[src/verilog/adc_defs.svh]
// Purpose: register map, field positions and timing counts of the converter control
// Assumes: 32-bit APB, register byte address is four times its index
// Notes:   definitions only
`ifndef ADC_DEFS_SVH
`define ADC_DEFS_SVH

// register indices; byte address = index * 4
`define CTRL_INDEX      8'h34
`define RES_HIGH_INDEX  8'h35
`define RES_LOW_INDEX   8'h36

// control/status fields
`define CTRL_DONE_BIT   7
`define CTRL_RATE_BIT   6
`define CTRL_ON_BIT     5
`define CTRL_CHAN_MSB   2
`define CTRL_RESET      8'h00
`define CHAN_LAST       3'h4
`define CHAN_SAFE       3'h0

// low result byte fields
`define LOW_SLOW_BIT    3
`define LOW_RESET       8'h00

// results
`define RESULT_BITS     10
`define RESULT_FULL     10'h3ff
`define RESULT_ZERO     10'h000

// conversion timing, in converter clock ticks
`define APPROX_CYCLES   8
`define SAMPLE_TICKS    4

// converter clock divider tap and synchroniser depth
`define DIV_QUARTER     2'h3
`define SYNC_STAGES     2

`endif

[src/verilog/adc_pkg.sv]
// Purpose: shared types of the converter control
// Assumes: nothing
// Notes:   constants live in adc_defs.svh
package adc_pkg;

    typedef enum logic [1:0] {
        st_idle   = 2'b00,
        st_sample = 2'b01,
        st_hold   = 2'b10
    } conv_state_type;

endpackage

[src/verilog/sar_adc_control.sv]
// Purpose: APB control, result registers and clocking of a 10-bit SAR converter
// Assumes: APB master on sys_clk; analog front end inputs are asynchronous
// Notes:   zero-wait APB with a registered pready, no extra access cycle
//          comparator answers settle only at the quarter-rate converter clock
//          five analog inputs share one sample capacitor through the mux
//
// Decided for this implementation: the placing of the registers and the APB interface to the registers.
`timescale 1ns/10ps
`include "adc_defs.svh"

module sar_adc_control #(
    parameter int ADDR_W        = 12,
    parameter int APPROX_CYCLES = `APPROX_CYCLES,
    parameter int SAMPLE_TICKS  = `SAMPLE_TICKS
) (
    // clock and reset
    input  wire logic                sys_clk,
    input  wire logic                rst,

    // apb slave
    input  wire logic                psel,
    input  wire logic                penable,
    input  wire logic                pwrite,
    input  wire logic [ADDR_W-1:0]   paddr,
    input  wire logic [31:0]         pwdata,
    output logic      [31:0]         prdata,
    output logic                     pready,
    output logic                     pslverr,

    // power management
    input  wire logic                halt_mode,

    // analog front end, asynchronous
    input  wire logic                comp_above,
    input  wire logic [1:0]          comp_fine,
    input  wire logic                over_range,
    input  wire logic                under_range,

    // analog controls
    output logic                     converter_power,
    output logic [2:0]               input_channel_select,
    output logic                     sample_connect,
    output logic [`RESULT_BITS-1:0]  dac_code
);
    localparam int SYNC_W = 5;

    // a register index times four needs ten address bits
    if (ADDR_W < 10 || ADDR_W > 32) begin
        $error("sar_adc_control: unsupported address width");
    end
    // the two low result bits come from the fine comparator, not from trials
    if (`RESULT_BITS - APPROX_CYCLES != 2) begin
        $error("sar_adc_control: unsupported approximation count");
    end
    // the engine counts sample ticks in four bits
    if (SAMPLE_TICKS < 1 || SAMPLE_TICKS > 15) begin
        $error("sar_adc_control: unsupported sample length");
    end

    // byte address of a register index
    function automatic logic hits(input logic [ADDR_W-1:0] addr, input logic [7:0] index);
        hits = (addr == ADDR_W'({index, 2'b00}));
    endfunction

    // ---------------------------------------------------------------
    // synchronisers for the analog comparator outputs
    // ---------------------------------------------------------------
    logic [SYNC_W-1:0] raw_in;
    logic [SYNC_W-1:0] sync1_q;
    logic [SYNC_W-1:0] sync2_q;

    // every comparator output changes with no relation to sys_clk
    assign raw_in = {comp_above, comp_fine, over_range, under_range};

    // limitation: an answer reaches the engine two cycles after the trial
    // code moves; at the full and half rates the engine reads a stale one

    for (genvar g = 0; g < SYNC_W; g++) begin : sync_gen
        always_ff @(posedge sys_clk or posedge rst) begin
            if (rst) begin
                sync1_q[g] <= 1'b0;
                sync2_q[g] <= 1'b0;
            end else begin
                sync1_q[g] <= raw_in[g];
                sync2_q[g] <= sync1_q[g];
            end
        end
    end

    // ---------------------------------------------------------------
    // apb handshake
    // ---------------------------------------------------------------
    logic        pready_q, pready_d;
    logic        pslverr_q, pslverr_d;
    logic [31:0] prdata_q, prdata_d;
    logic        setup;
    logic        access_done;
    logic        wr_ctrl;
    logic        wr_low;
    logic        rd_high;
    logic        mapped;

    // writes and the done clear land on the access edge, where pready is high
    assign setup       = psel && !penable;
    assign access_done = psel && penable && pready_q;
    assign wr_ctrl     = access_done && pwrite && hits(paddr, `CTRL_INDEX);
    assign wr_low      = access_done && pwrite && hits(paddr, `RES_LOW_INDEX);
    assign rd_high     = access_done && !pwrite && hits(paddr, `RES_HIGH_INDEX);
    // unmapped offsets answer with an error and change nothing
    assign mapped      = hits(paddr, `CTRL_INDEX) || hits(paddr, `RES_HIGH_INDEX)
                         || hits(paddr, `RES_LOW_INDEX);

    // ---------------------------------------------------------------
    // control/status and low byte storage
    // ---------------------------------------------------------------
    logic       done_q, done_d;
    logic       rate_q, rate_d;
    logic       on_q, on_d;
    logic [2:0] chan_q, chan_d;
    logic       slow_q, slow_d;
    logic       restart;
    logic       conv_done;
    logic [7:0] ctrl_view;
    logic [7:0] high_view;
    logic [7:0] low_view;
    logic [`RESULT_BITS-1:0] result;

    // a control write with the on bit set throws away the running conversion
    // like every write it takes effect on the access edge
    assign restart = wr_ctrl && pwdata[`CTRL_ON_BIT];

    // bits 4:3 read as zero and drop whatever is written to them
    assign ctrl_view = {done_q, rate_q, on_q, 2'b00, chan_q};
    assign high_view = result[`RESULT_BITS-1:2];
    assign low_view  = {4'h0, slow_q, 1'b0, result[1:0]};

    // slow sits in the low result byte, the only writable bit there
    always_comb begin
        rate_d = rate_q;
        on_d   = on_q;
        chan_d = chan_q;
        slow_d = slow_q;
        if (wr_ctrl) begin
            rate_d = pwdata[`CTRL_RATE_BIT];
            on_d   = pwdata[`CTRL_ON_BIT];
            chan_d = pwdata[`CTRL_CHAN_MSB:0];
        end
        if (wr_low) begin
            slow_d = pwdata[`LOW_SLOW_BIT];
        end
        // done is never taken from pwdata
        // abort beats a conversion end, and a conversion end beats a high read,
        // so a result that lands during the read is never lost
        if (restart) begin
            done_d = 1'b0;
        end else if (conv_done) begin
            done_d = 1'b1;
        end else if (rd_high) begin
            done_d = 1'b0;
        end else begin
            done_d = done_q;
        end
    end

    always_ff @(posedge sys_clk or posedge rst) begin
        if (rst) begin
            done_q <= 1'(`CTRL_RESET >> `CTRL_DONE_BIT);
            rate_q <= 1'(`CTRL_RESET >> `CTRL_RATE_BIT);
            on_q   <= 1'(`CTRL_RESET >> `CTRL_ON_BIT);
            chan_q <= 3'(`CTRL_RESET);
            slow_q <= 1'(`LOW_RESET >> `LOW_SLOW_BIT);
        end else begin
            done_q <= done_d;
            rate_q <= rate_d;
            on_q   <= on_d;
            chan_q <= chan_d;
            slow_q <= slow_d;
        end
    end

    // ---------------------------------------------------------------
    // apb response, registered one cycle after setup
    // ---------------------------------------------------------------
    // read data is frozen at setup, so a high read shows the byte as it was
    // before the access edge clears done; the master never waits longer
    always_comb begin
        pready_d  = setup;
        pslverr_d = setup && !mapped;
        prdata_d  = 32'h0000_0000;
        if (setup && !pwrite) begin
            if (hits(paddr, `CTRL_INDEX)) begin
                prdata_d = {24'h00_0000, ctrl_view};
            end else if (hits(paddr, `RES_HIGH_INDEX)) begin
                prdata_d = {24'h00_0000, high_view};
            end else if (hits(paddr, `RES_LOW_INDEX)) begin
                prdata_d = {24'h00_0000, low_view};
            end
        end
    end

    always_ff @(posedge sys_clk or posedge rst) begin
        if (rst) begin
            pready_q  <= 1'b0;
            pslverr_q <= 1'b0;
            prdata_q  <= 32'h0000_0000;
        end else begin
            pready_q  <= pready_d;
            pslverr_q <= pslverr_d;
            prdata_q  <= prdata_d;
        end
    end

    // response flops drive the bus directly; nothing combinational follows
    assign pready  = pready_q;
    assign pslverr = pslverr_q;
    assign prdata  = prdata_q;

    // ---------------------------------------------------------------
    // converter clock and power
    // ---------------------------------------------------------------
    logic [1:0] div_q, div_d;
    logic       tick;
    logic       run;
    logic       power_q, power_d;
    logic [2:0] chan_out_q, chan_out_d;

    // wait state has no port here, so it cannot stop conversions
    // halt drops run at once but leaves the on bit, so a wake-up resumes
    assign run = on_q && !halt_mode;

    // the divider free-runs while run is high; a restart does not realign it, so the
    // first tick after a control write comes one to four cycles later
    always_comb begin
        div_d = run ? div_q + 2'h1 : 2'h0;
        if (slow_q) begin
            tick = (div_q == `DIV_QUARTER);
        end else if (rate_q) begin
            tick = 1'b1;
        end else begin
            tick = div_q[0];
        end
        // power follows run one cycle late, on the edge the engine idles
        power_d = run;
        // undefined codes park the mux on input zero
        // codes above four still read back as written
        chan_out_d = (chan_q > `CHAN_LAST) ? `CHAN_SAFE : chan_q;
    end

    always_ff @(posedge sys_clk or posedge rst) begin
        if (rst) begin
            div_q      <= 2'h0;
            power_q    <= 1'b0;
            chan_out_q <= `CHAN_SAFE;
        end else begin
            div_q      <= div_d;
            power_q    <= power_d;
            chan_out_q <= chan_out_d;
        end
    end

    assign converter_power      = power_q;
    assign input_channel_select = chan_out_q;

    // ---------------------------------------------------------------
    // sequencer; results overwrite unread ones, nothing interrupts
    // ---------------------------------------------------------------
    // the engine reads only the second synchroniser stage
    sar_engine #(
        .APPROX_CYCLES (APPROX_CYCLES),
        .SAMPLE_TICKS  (SAMPLE_TICKS),
        .RESULT_BITS   (`RESULT_BITS)
    ) u_engine (
        .sys_clk     (sys_clk),
        .rst         (rst),
        .run         (run),
        .restart     (restart),
        .tick        (tick),
        .comp_above  (sync2_q[4]),
        .comp_fine   (sync2_q[3:2]),
        .over_range  (sync2_q[1]),
        .under_range (sync2_q[0]),
        .sample_q    (sample_connect),
        .dac_q       (dac_code),
        .done_q      (conv_done),
        .result_q    (result)
    );

endmodule

[src/verilog/sar_engine.sv]
// Purpose: sample/hold sequencer and successive-approximation register
// Assumes: tick is a one-cycle converter clock enable; analog inputs already synchronised
// Notes:   coarse bits by trial, low bits from the fine comparator in the last cycle
`timescale 1ns/10ps
`include "adc_defs.svh"

module sar_engine #(
    parameter int APPROX_CYCLES = `APPROX_CYCLES,
    parameter int SAMPLE_TICKS  = `SAMPLE_TICKS,
    parameter int RESULT_BITS   = `RESULT_BITS
) (
    // clock and reset
    input  wire logic                               sys_clk,
    input  wire logic                               rst,
    // control
    input  wire logic                               run,
    input  wire logic                               restart,
    input  wire logic                               tick,
    // analog front end
    input  wire logic                               comp_above,
    input  wire logic [RESULT_BITS-APPROX_CYCLES-1:0] comp_fine,
    input  wire logic                               over_range,
    input  wire logic                               under_range,
    // outputs
    output logic                                    sample_q,
    output logic [RESULT_BITS-1:0]                  dac_q,
    output logic                                    done_q,
    output logic [RESULT_BITS-1:0]                  result_q
);
    localparam int FINE = RESULT_BITS - APPROX_CYCLES;

    if (APPROX_CYCLES < 1 || APPROX_CYCLES > 15 || FINE < 0 || SAMPLE_TICKS < 1
        || SAMPLE_TICKS > 15) begin
        $error("sar_engine: unsupported timing parameters");
    end

    adc_pkg::conv_state_type  state_q, state_d;
    logic [3:0]               count_q, count_d;
    logic [APPROX_CYCLES-1:0] coarse_q, coarse_d;
    logic                     done_d;
    logic [RESULT_BITS-1:0]   result_d;
    int                       idx;

    always_comb begin
        state_d  = state_q;
        count_d  = count_q;
        coarse_d = coarse_q;
        done_d   = 1'b0;
        result_d = result_q;
        idx      = APPROX_CYCLES - 1 - int'(count_q);
        if (!run) begin
            state_d = adc_pkg::st_idle;
        end else if (restart || state_q == adc_pkg::st_idle) begin
            state_d  = adc_pkg::st_sample;
            count_d  = 4'h0;
            coarse_d = '0;
        end else if (tick) begin
            unique case (state_q)
                adc_pkg::st_sample: begin
                    count_d = count_q + 4'h1;
                    if (count_q == 4'(SAMPLE_TICKS - 1)) begin
                        state_d  = adc_pkg::st_hold;
                        count_d  = 4'h0;
                        coarse_d = '0;
                        coarse_d[APPROX_CYCLES-1] = 1'b1;
                    end
                end
                adc_pkg::st_hold: begin
                    if (!comp_above) begin
                        coarse_d[idx] = 1'b0;
                    end
                    if (idx > 0) begin
                        coarse_d[idx-1] = 1'b1;
                    end
                    count_d = count_q + 4'h1;
                    if (count_q == 4'(APPROX_CYCLES - 1)) begin
                        // back to sampling with no software help
                        state_d = adc_pkg::st_sample;
                        count_d = 4'h0;
                        done_d  = 1'b1;
                        if (over_range) begin
                            result_d = `RESULT_FULL;
                        end else if (under_range) begin
                            result_d = `RESULT_ZERO;
                        end else begin
                            result_d = {coarse_d, comp_fine};
                        end
                    end
                end
                default: begin
                    state_d = adc_pkg::st_idle;
                end
            endcase
        end
    end

    always_ff @(posedge sys_clk or posedge rst) begin
        if (rst) begin
            state_q  <= adc_pkg::st_idle;
            count_q  <= 4'h0;
            coarse_q <= '0;
            done_q   <= 1'b0;
            result_q <= `RESULT_ZERO;
            sample_q <= 1'b0;
            dac_q    <= '0;
        end else begin
            state_q  <= state_d;
            count_q  <= count_d;
            coarse_q <= coarse_d;
            done_q   <= done_d;
            result_q <= result_d;
            sample_q <= (state_d == adc_pkg::st_sample);
            dac_q    <= {coarse_d, FINE'(0)};
        end
    end
endmodule

[config.mk]
export PLATFORM = sky130hd
export DESIGN_NAME = sar_adc_control
export DESIGN_NICKNAME = d
export VERILOG_FILES = /design/src/verilog/adc_pkg.sv /design/src/verilog/sar_adc_control.sv /design/src/verilog/sar_engine.sv
export VERILOG_INCLUDE_DIRS = /design/src /design/src/verilog
export SDC_FILE = /design/constraint.sdc
export NUM_CORES = 1
export LEC_CHECK = 0
export ABC_AREA = 1
export BUFFER_PORTS_ARGS = -buffer_cell sky130_fd_sc_hd__buf_2
export CORE_ASPECT_RATIO = 0.7
export CORE_MARGIN = 10
export CORE_UTILIZATION = 54
export DETAILED_ROUTE_END_ITERATION = 12
export MAX_ROUTING_LAYER = met4
export PLACE_DENSITY = 0.85
export REMOVE_ABC_BUFFERS = 1
export SETUP_SLACK_MARGIN = 0.5
export SLEW_MARGIN = 40
export SYNTH_ARGS = -nofsm -noshare
export SYNTH_HDL_FRONTEND = slang
export SYNTH_HIERARCHICAL = 1
export SYNTH_SLANG_ARGS = --single-unit
[constraint.sdc]
create_clock -name sys_clk -period 4.6 [get_ports sys_clk]
set_input_delay 0.92 -clock sys_clk [delete_from_list [all_inputs] [get_ports sys_clk]]
set_output_delay 0.92 -clock sys_clk [all_outputs]
set_load 0.1 [all_outputs]
Word-level counts from Yosys, hierarchy flattened
Cells that the tools add are included.

word-level totals
  register bits after elaboration = 83
  bits in latches = 0
  RAM bits = 0
  ROM bits = 0
  input port bits = 55
  word-level logic and storage cells = 123
  memories = 0

cells by class
  add/subtract/negate cells = 4
  multipliers = 0
  div/mod/pow operators = 0
  order comparisons = 6
  equality and inequality tests = 10
  shifts and indexed selects = 0
  multiplexer cells = 44
  bitwise operators = 4
  reductions and logical operators = 28

operator list
  operator                                                                 count
  8-bit two-way mux                                                        13
  32-bit by 1-bit >= comparator with 1-bit output (second input constant)  2
  32-bit by 5-bit < comparator with 1-bit output (second input constant)   2
  12-bit by 8-bit == test with 1-bit output (second input constant)        3
  32-bit by 1-bit > comparator with 1-bit output (second input constant)   1
  32-bit by 2-bit subtractor with 32-bit output (second input constant)    1
  10-bit two-way mux                                                       2
  4-bit two-way mux                                                        5
  8-bit case mux with 2 select lines                                       1
  1-bit logical AND                                                        14
  1-bit two-way mux                                                        12
  2-bit two-way mux                                                        6
  8-bit AND                                                                1
  8-bit NOT                                                                1
  8-bit OR                                                                 1
  4-bit case mux with 2 select lines                                       1
  1-bit demux with 3-bit select                                            2
  3-bit nonzero test                                                       2
  5-bit AND reduction                                                      1
  3-bit by 4-bit subtractor with 5-bit output (first input constant)       1
  4-bit by 1-bit adder with 4-bit output (second input constant)           1
  2-bit by 1-bit == test with 1-bit output (second input constant)         2
  2-bit == test (second input constant)                                    2
  4-bit by 2-bit == test with 1-bit output (second input constant)         1
  13 further kinds                                                         18

Longest topological paths before layout
Gate-level depths: netlist of the first run.

  depth after elaboration = 18
  mapped depth = 14
  mapped depth without buffers = 14

Cells and area by module
Netlist of the first run, hierarchy kept.

modules (own cells, without submodules)
  module           times used  cells an instance  area each (um^2)
  sar_adc_control  1           166                1,572.8
  sar_engine       1           191                1,451.4

Worst setup path after synthesis of the first run
OpenSTA, ideal clock, no wires.

  kind = reg-to-reg
  start point = register pready_q (netlist: pready)
  end point = register u_engine.dac_q[6]
  data arrival time = 2.313 ns
  data required time = 4.532 ns
  slack = 2.219 ns
  cell stages (with the launch flop) = 13
  path through = dfrtp_1 nand3_1 nor2_1 nand3_2 nor2_1 nor2_1 inv_1 nor2_1 nor2_1 nand2_1 nor2_1 nand2_1 nand2_1

on the way
  longest elaborated chain between the ends = 7

RTL lines
  item                                                                                     RTL line                text
  start, declared                                                                          sar_adc_control.sv:93   logic pready_q, pready_d;
  start signal, assigned                                                                   sar_adc_control.sv:207  pready_q <= pready_d;
  1-bit logical AND (*)                                                                    sar_adc_control.sv:105  assign access_done = psel && penable && pready_q;
  1-bit logical AND (*) (2 in a row)                                                       sar_adc_control.sv:106  assign wr_ctrl = access_done && pwrite && hits(paddr, `CTRL_INDEX);
  1-bit logical AND (*)                                                                    sar_adc_control.sv:130  assign restart = wr_ctrl && pwdata[`CTRL_ON_BIT];
  via restart                                                                              sar_adc_control.sv:121  logic restart;
  1-bit logical OR (*)                                                                     sar_engine.sv:53        end else if (restart || state_q == adc_pkg::st_idle) begin
  3-bit by 1-bit != test with 1-bit output (no source line), or another cell as far along  --
  4-bit AND reduction (no source line) / 8-bit two-way mux (equally long branches)         --
  end signal, assigned                                                                     sar_engine.sv:113       dac_q <= {coarse_d, FINE'(0)};
  end, declared                                                                            sar_engine.sv:26        output logic [RESULT_BITS-1:0] dac_q,

The timed path passes the listed nets; every way through them passes the cells marked *. The select of a mux whose other input is x is not followed.
A chain may end at the register's enable or synchronous reset.

Worst setup path in the final report of the first run
  start point = input paddr[11]
  end point = register u_engine.dac_q[5]

on the way
  longest elaborated chain between the ends = 6

RTL lines
  item                                                                                     RTL line                text
  start, declared                                                                          sar_adc_control.sv:24   input wire logic [ADDR_W-1:0] paddr,
  12-bit by 8-bit == test with 1-bit output (*)                                            sar_adc_control.sv:62   hits = (addr == ADDR_W'({index, 2'b00}));
  1-bit logical AND (*)                                                                    sar_adc_control.sv:106
  1-bit logical AND (*)                                                                    sar_adc_control.sv:130
  via restart                                                                              sar_adc_control.sv:121
  1-bit logical OR (*)                                                                     sar_engine.sv:53
  3-bit by 1-bit != test with 1-bit output (no source line), or another cell as far along  --
  4-bit AND reduction (no source line) / 8-bit two-way mux (equally long branches)         --

Marks and branches as above.

==> results of run 1 <==
kinds of logic after synthesis:
kind of cell | Yosys count | share of synthesized area [%]
AND/OR/NAND/NOR | 158 | 24.5
other | 2 | 0.248
flip-flops | 59 | 48.8
AO/OA/AOI/OAI | 63 | 11.5
adder cells (fa/ha/maj) | 6 | 2.48
buffers and inverters | 69 | 12.4
where the power goes:
part,total (mW),internal [mW],leakage (nW),switching [mW]
clock network,0.418,0.223,0.0884,0.196
logic,0.158,0.0184,0.977,0.139
registers,0.532,0.526,0.762,0.00607
total,1.11,0.767,1.83,0.341
path summary, 6_finish.rpt:
kind | from | slack (ps) | endpoint | cells after the start
max in group asynchronous | rst | 3570 | u_engine/dac_q[8] | 2
setup reg to reg | pready | 2100 | u_engine/result_q[3] | 10
setup / recovery | paddr[11] | 1580 | u_engine/dac_q[5] | 14
min in group asynchronous | rst | 650 | u_engine/sample_q | 2
hold / removal | sync1_q[3] | 350 | sync2_q[3] | 0
hold reg to reg | sync1_q[3] | 350 | sync2_q[3] | 0
layer usage:
layer | GRT usage [%] | wire (um) | vias up
li1 | - | - | 1197
met1 | 19.2 | 2920 | 1123
met2 | 24.4 | 3050 | 120
met3 | 5.80 | 776 | 8
met4 | 5.96 | 65 | 0
met5 | - | 0 | -
cell usage in the layout, fill, tap and decap left out, types with 5 or more instances in the layout:
cell type and instances:
nand3_1 21, a21oi_1 30, nor2_2 5, nand2_1 86
clkbuf_8 11, conb_1 26, nor2_1 29, buf_2 51
ha_1 6, dfrtp_1 59, o21ai_0 23, inv_1 35
through the flow:
step / util [%] / setup WS, ps / power (mW) / instances / hold slack (ps)
6_report: 64.1 / 1580 / 1.11 / 492 / 349
5_1_grt: 64.1 / 1290 / 1.16 / 492 / 352
4_1_cts: 64.1 / 1630 / 1.12 / 492 / 351
3_5_place_dp: 60.7 / 1270 / 0.698 / 476 / 336
3_3_place_gp: 60.7 / 1310 / 0.696 / 476 / 334
2_1_floorplan: - / 1880 / 0.671 / 352 / 331
flip-flops by register name, summed over array words and instances (netlist names), 3 cells and up:
register              count
chan_q                    3
input_channel_select      3
prdata                    8
sync1_q                   5
sync2_q                   5
u_engine/count_q          4
u_engine/dac_q            8
u_engine/result_q        10
area by class of cell:
cell class / instances / area, um2 / share of cell area (%)
multi-input combinational: 253 / 1260 / 36.9
clock inverter: 4 / 25.0 / 0.731
clock buffer: 12 / 155 / 4.53
sequential: 59 / 1480 / 43.1
tap: 72 / 90.1 / 2.63
inverter: 40 / 150 / 4.39
timing repair buffer: 52 / 263 / 7.68
critical path: stages:
cell and delay [ps]:
buf_2 90, nor2_1 90, nand2_1 110, nor2_4 300, nand3_2 330, nor2_1 270, nor2_1 150, inv_1 170
nor2_1 70, nor2_1 130, nand2_1 80, nor2_1 380, nand2_1 120, nand2_1 80
==> results.txt, run 1 <==
critical path type: primary input to flip-flop
post-CTS setup buffers: 0
FFs w/ async S/R, synth: 100%
H-tree depth: 3
worst-skew pair later-pin latency: 340 ps
Starting Density: 56.6%
Die Width: 109 um
EDFF count, synth: 0
Synth Area per Inst: 8.47 um2
DIE HEIGHT: 82.6 um
drt drc: 0
hold buffers post-CTS: 0
cell count after synthesis: 357
I/O pin cnt: 104
WP data arrival: 3290 ps
Root Buffer: clkbuf_8
CP endpoint kind: flip-flop
CTS sink cnt: 59
Pre-Repair DR Iteration Count: 5
share of cells above drive strength 1: 22.1%
# diodes: 0
pwr dens: 324 nW/um2
largest net degree at the start of global routing: 34
Final Hold Fails: 0
CTS resizes: 0
Post-Synthesis Cell Area: 3020 um2
Distinct cells, synth: 29
register bit total from synthesis: 59
routed vias/inst: 4.98
RePlAce Congestion: 0.967
worst clock skew: 8.00 ps
final worst-path cycle share: 65.6%
first-pass GRT wire length: 11,000 um
Slew headroom: 62.0%
ys flop type: dfrtp_1
status: finished, final reports clean
yosys warns: 6
row cnt: 22
vias in the first global route: 2,447
drt wl/cell: 13.8 um
Core ar.: 5340 um2
clk slew on worst S/H paths: 60 ps
FILL cells: 457
Routed Antenna Nets: 0
synth top area cells: dfrtp_1 (49%), nand2_1 (11%), buf_4 (6.7%)
DRT iter0 DRCs: 223
port bufs: 51
Commonest cells post-synth: nand2_1 (86), dfrtp_1 (59), inv_1 (36), a21oi_1 (30), nor2_1 (29)
Pleak: 1.83 nW
Peak supply drop: 0.232 mV
fin. max-slew vios: 0
count leader, synth: nand2_1
final setup fails: 0
die area: 9040 um2
maximum clock path buffer count: 2
RSZ-0062 raised after global routing: no
post-synthesis sequential area ratio: 48.8%
Final min period: 3020 ps
CP startpoint kind: primary input
CTS Buf Count: 9
total wire length: 6810 um
CP required: 4870 ps
cell accounting for the most synthesized area: dfrtp_1
largest fanout on the critical path: 15
CTS tree: done
antenna violations before repair: 0
Yosys top cell area share: 48.8%
via count: 2,448
area grow syn2layout: 13.2%
DP Wirelength: 5240 um
Least-Margin Pin Slew: 570 ps
Overall Global Routing Usage: 16.0%
Setup TNS: 0 ps
Placed Area: 3240 um2
nets@finish: 476
HP Class: flip-flop to flip-flop
max-cap viol count: 0
Max Freq: 331 MHz
grt ovf: 0
Final Instance Area: 3420 um2
No activity file was read; power rests on OpenSTA's default activity.
==> run 2, diff against run 1 <==
--- a/config.mk
+++ b/config.mk
@@ -10,10 +10,10 @@
 export BUFFER_PORTS_ARGS = -buffer_cell sky130_fd_sc_hd__buf_2
 export CORE_ASPECT_RATIO = 0.7
 export CORE_MARGIN = 10
-export CORE_UTILIZATION = 54
+export CORE_UTILIZATION = 45
 export DETAILED_ROUTE_END_ITERATION = 12
 export MAX_ROUTING_LAYER = met4
-export PLACE_DENSITY = 0.85
+export PLACE_DENSITY = 0.76
 export REMOVE_ABC_BUFFERS = 1
 export SETUP_SLACK_MARGIN = 0.5
 export SLEW_MARGIN = 40
==> constraint.sdc (replaced) <==
create_clock -name sys_clk -period 2.61 [get_ports sys_clk]
set_input_delay 0.522 -clock sys_clk [delete_from_list [all_inputs] [get_ports sys_clk]]
set_output_delay 0.522 -clock sys_clk [all_outputs]
set_load 0.1 [all_outputs]
==> results.txt, run 2 (same netlist as run 1, synthesis figures left out) <==
most frequent cells in the layout: nand2_1 (86), dfrtp_1 (59), buf_2 (51), inv_1 (35), a21oi_1 (30)
DP Wirelength: 5640 um
antenna violations before repair: 0
H-tree depth: 3
status: finished, final reports clean
Root Buffer: clkbuf_8
port bufs: 51
RePlAce Congestion: 0.906
Final min period: 1980 ps
Starting Density: 47.5%
grt ovf: 0
hold buffers post-CTS: 0
DRT iter0 DRCs: 171
HP Class: primary input to async pin
area grow syn2layout: 17.3%
Final Hold Fails: 0
pwr dens: 596 nW/um2
final worst-path cycle share: 75.7%
Seq pwr share: 44.4%
Peak supply drop: 0.361 mV
worst clock skew: 7.19 ps
overall power: 2.11 mW
fin. max-slew vios: 0
Pre-Repair DR Iteration Count: 8
CP startpoint kind: primary input
final setup fails: 0
WP data arrival: 2260 ps
Routed Antenna Nets: 0
CTS tree: done
max-cap viol count: 0
Setup TNS: 0 ps
Pint: 1.50 mW
largest fanout on the critical path: 7
total wire length: 7210 um
clock share of power: 42.3%
drt drc: 0
combinational group share of total power: 13.3%
Max Freq: 506 MHz
RSZ-0062 raised after global routing: no
sw frac: 29.2%
maximum clock path buffer count: 2
Pleak: 1.89 nW
# diodes: 0
via count: 2,501
Final Util: 55.7%
largest net degree at the start of global routing: 34
I/O pin cnt: 104
sw power: 0.616 mW
clk slew on worst S/H paths: 70 ps
number of flip-flops under the largest register name: 10
CP endpoint kind: flip-flop
critical path type: primary input to flip-flop
nets@finish: 485
CTS Buf Count: 9
Core ar.: 6370 um2
Final Hold Slack: 238 ps
Overall Global Routing Usage: 15.1%
drt wl/cell: 13.9 um
commonest non-fill, non-tap cell in the layout: nand2_1
first-pass GRT wire length: 12,300 um
most flop-heavy register: u_engine/result_q
CP required: 2890 ps
share of cells above drive strength 1: 24.0%
row cnt: 24
DIE HEIGHT: 88.6 um
CTS sink cnt: 59
worst-skew pair later-pin latency: 340 ps
die area: 10,500 um2
Die Width: 118 um
routed vias/inst: 4.81
vias in the first global route: 2,549
## run 2: changes by cell type in the layout (fill, tap and decap cells not counted), sizes merged
cell      change
buf           +9
bufinv        +2
clkbuf        -1
clkinvlp      -1
## run 2: path summary, 6_finish.rpt
| check | cells past startpoint | startpoint | slack, ps | to |
|---|---|---|---|---|
| worst min-delay path | 3 | rst | 240 | u_engine/state_q[1] |
| max in group asynchronous | 3 | rst | 2050 | sync2_q[2] |
| worst max register to register | 8 | u_engine/count_q[0] | 660 | u_engine/result_q[5] |
| worst min register to register | 0 | sync1_q[1] | 350 | sync2_q[1] |
| min in group sys_clk | 1 | comp_above | 280 | sync1_q[4] |
| worst max-delay path | 15 | paddr[1] | 630 | u_engine/dac_q[6] |
## run 2: layer usage
metal	global-route usage [%]	up-vias	routed length (um)
met5	-	-	0
met4	5.93	0	116
met3	4.64	15	469
met2	24.1	95	3410
met1	17.7	1166	3210
li1	-	1225	-
## run 2: metrics by stage
step | std cells | setup WS, ps | area, um2
after floorplan | 352 | 1.92 | 2890
after global placement | 501 | 356 | 3310
after detailed placement | 501 | 299 | 3310
after CTS | 517 | 654 | 3520
after global routing | 520 | 517 | 3550
final | 520 | 635 | 3550
## run 2: critical path, stage by stage
cell and delay, ps:
buf_2 110, nor2_4 130, nand2_2 120, nor2_8 160, nand3_2 110, nor2_2 120
nor2_1 120, nand3_1 130, nand2_1 100, nor2_2 140, nand2_1 100, nor2_1 110
buf_4 160, nand2_1 50, nand2_1 70
## run 2: final cells by class
type / instances / area (um2)
fillers: 592 / 2820
clock buffers: 11 / 131
repair buffers: 61 / 330
clock inverters: 5 / 77.6
flip-flops and latches: 59 / 1480
multi-input cells: 253 / 1270
well taps: 91 / 114
inverters: 40 / 150
## run 2: power by group through the flow
stage                     clock network [mW]  logic (mW)  registers, mW
after detailed placement                   0       0.277          0.954
after CTS                              0.918       0.278          0.937
after floorplan                            0       0.219          0.964
after global placement                     0       0.274          0.954
after global routing                   0.966       0.298          0.938
final                                  0.894       0.281          0.937
## run 2: what timing repair did
action                     CTS  global route
setup buffers                0             3
resized for setup            0             3
setup endpoints to repair    0             8
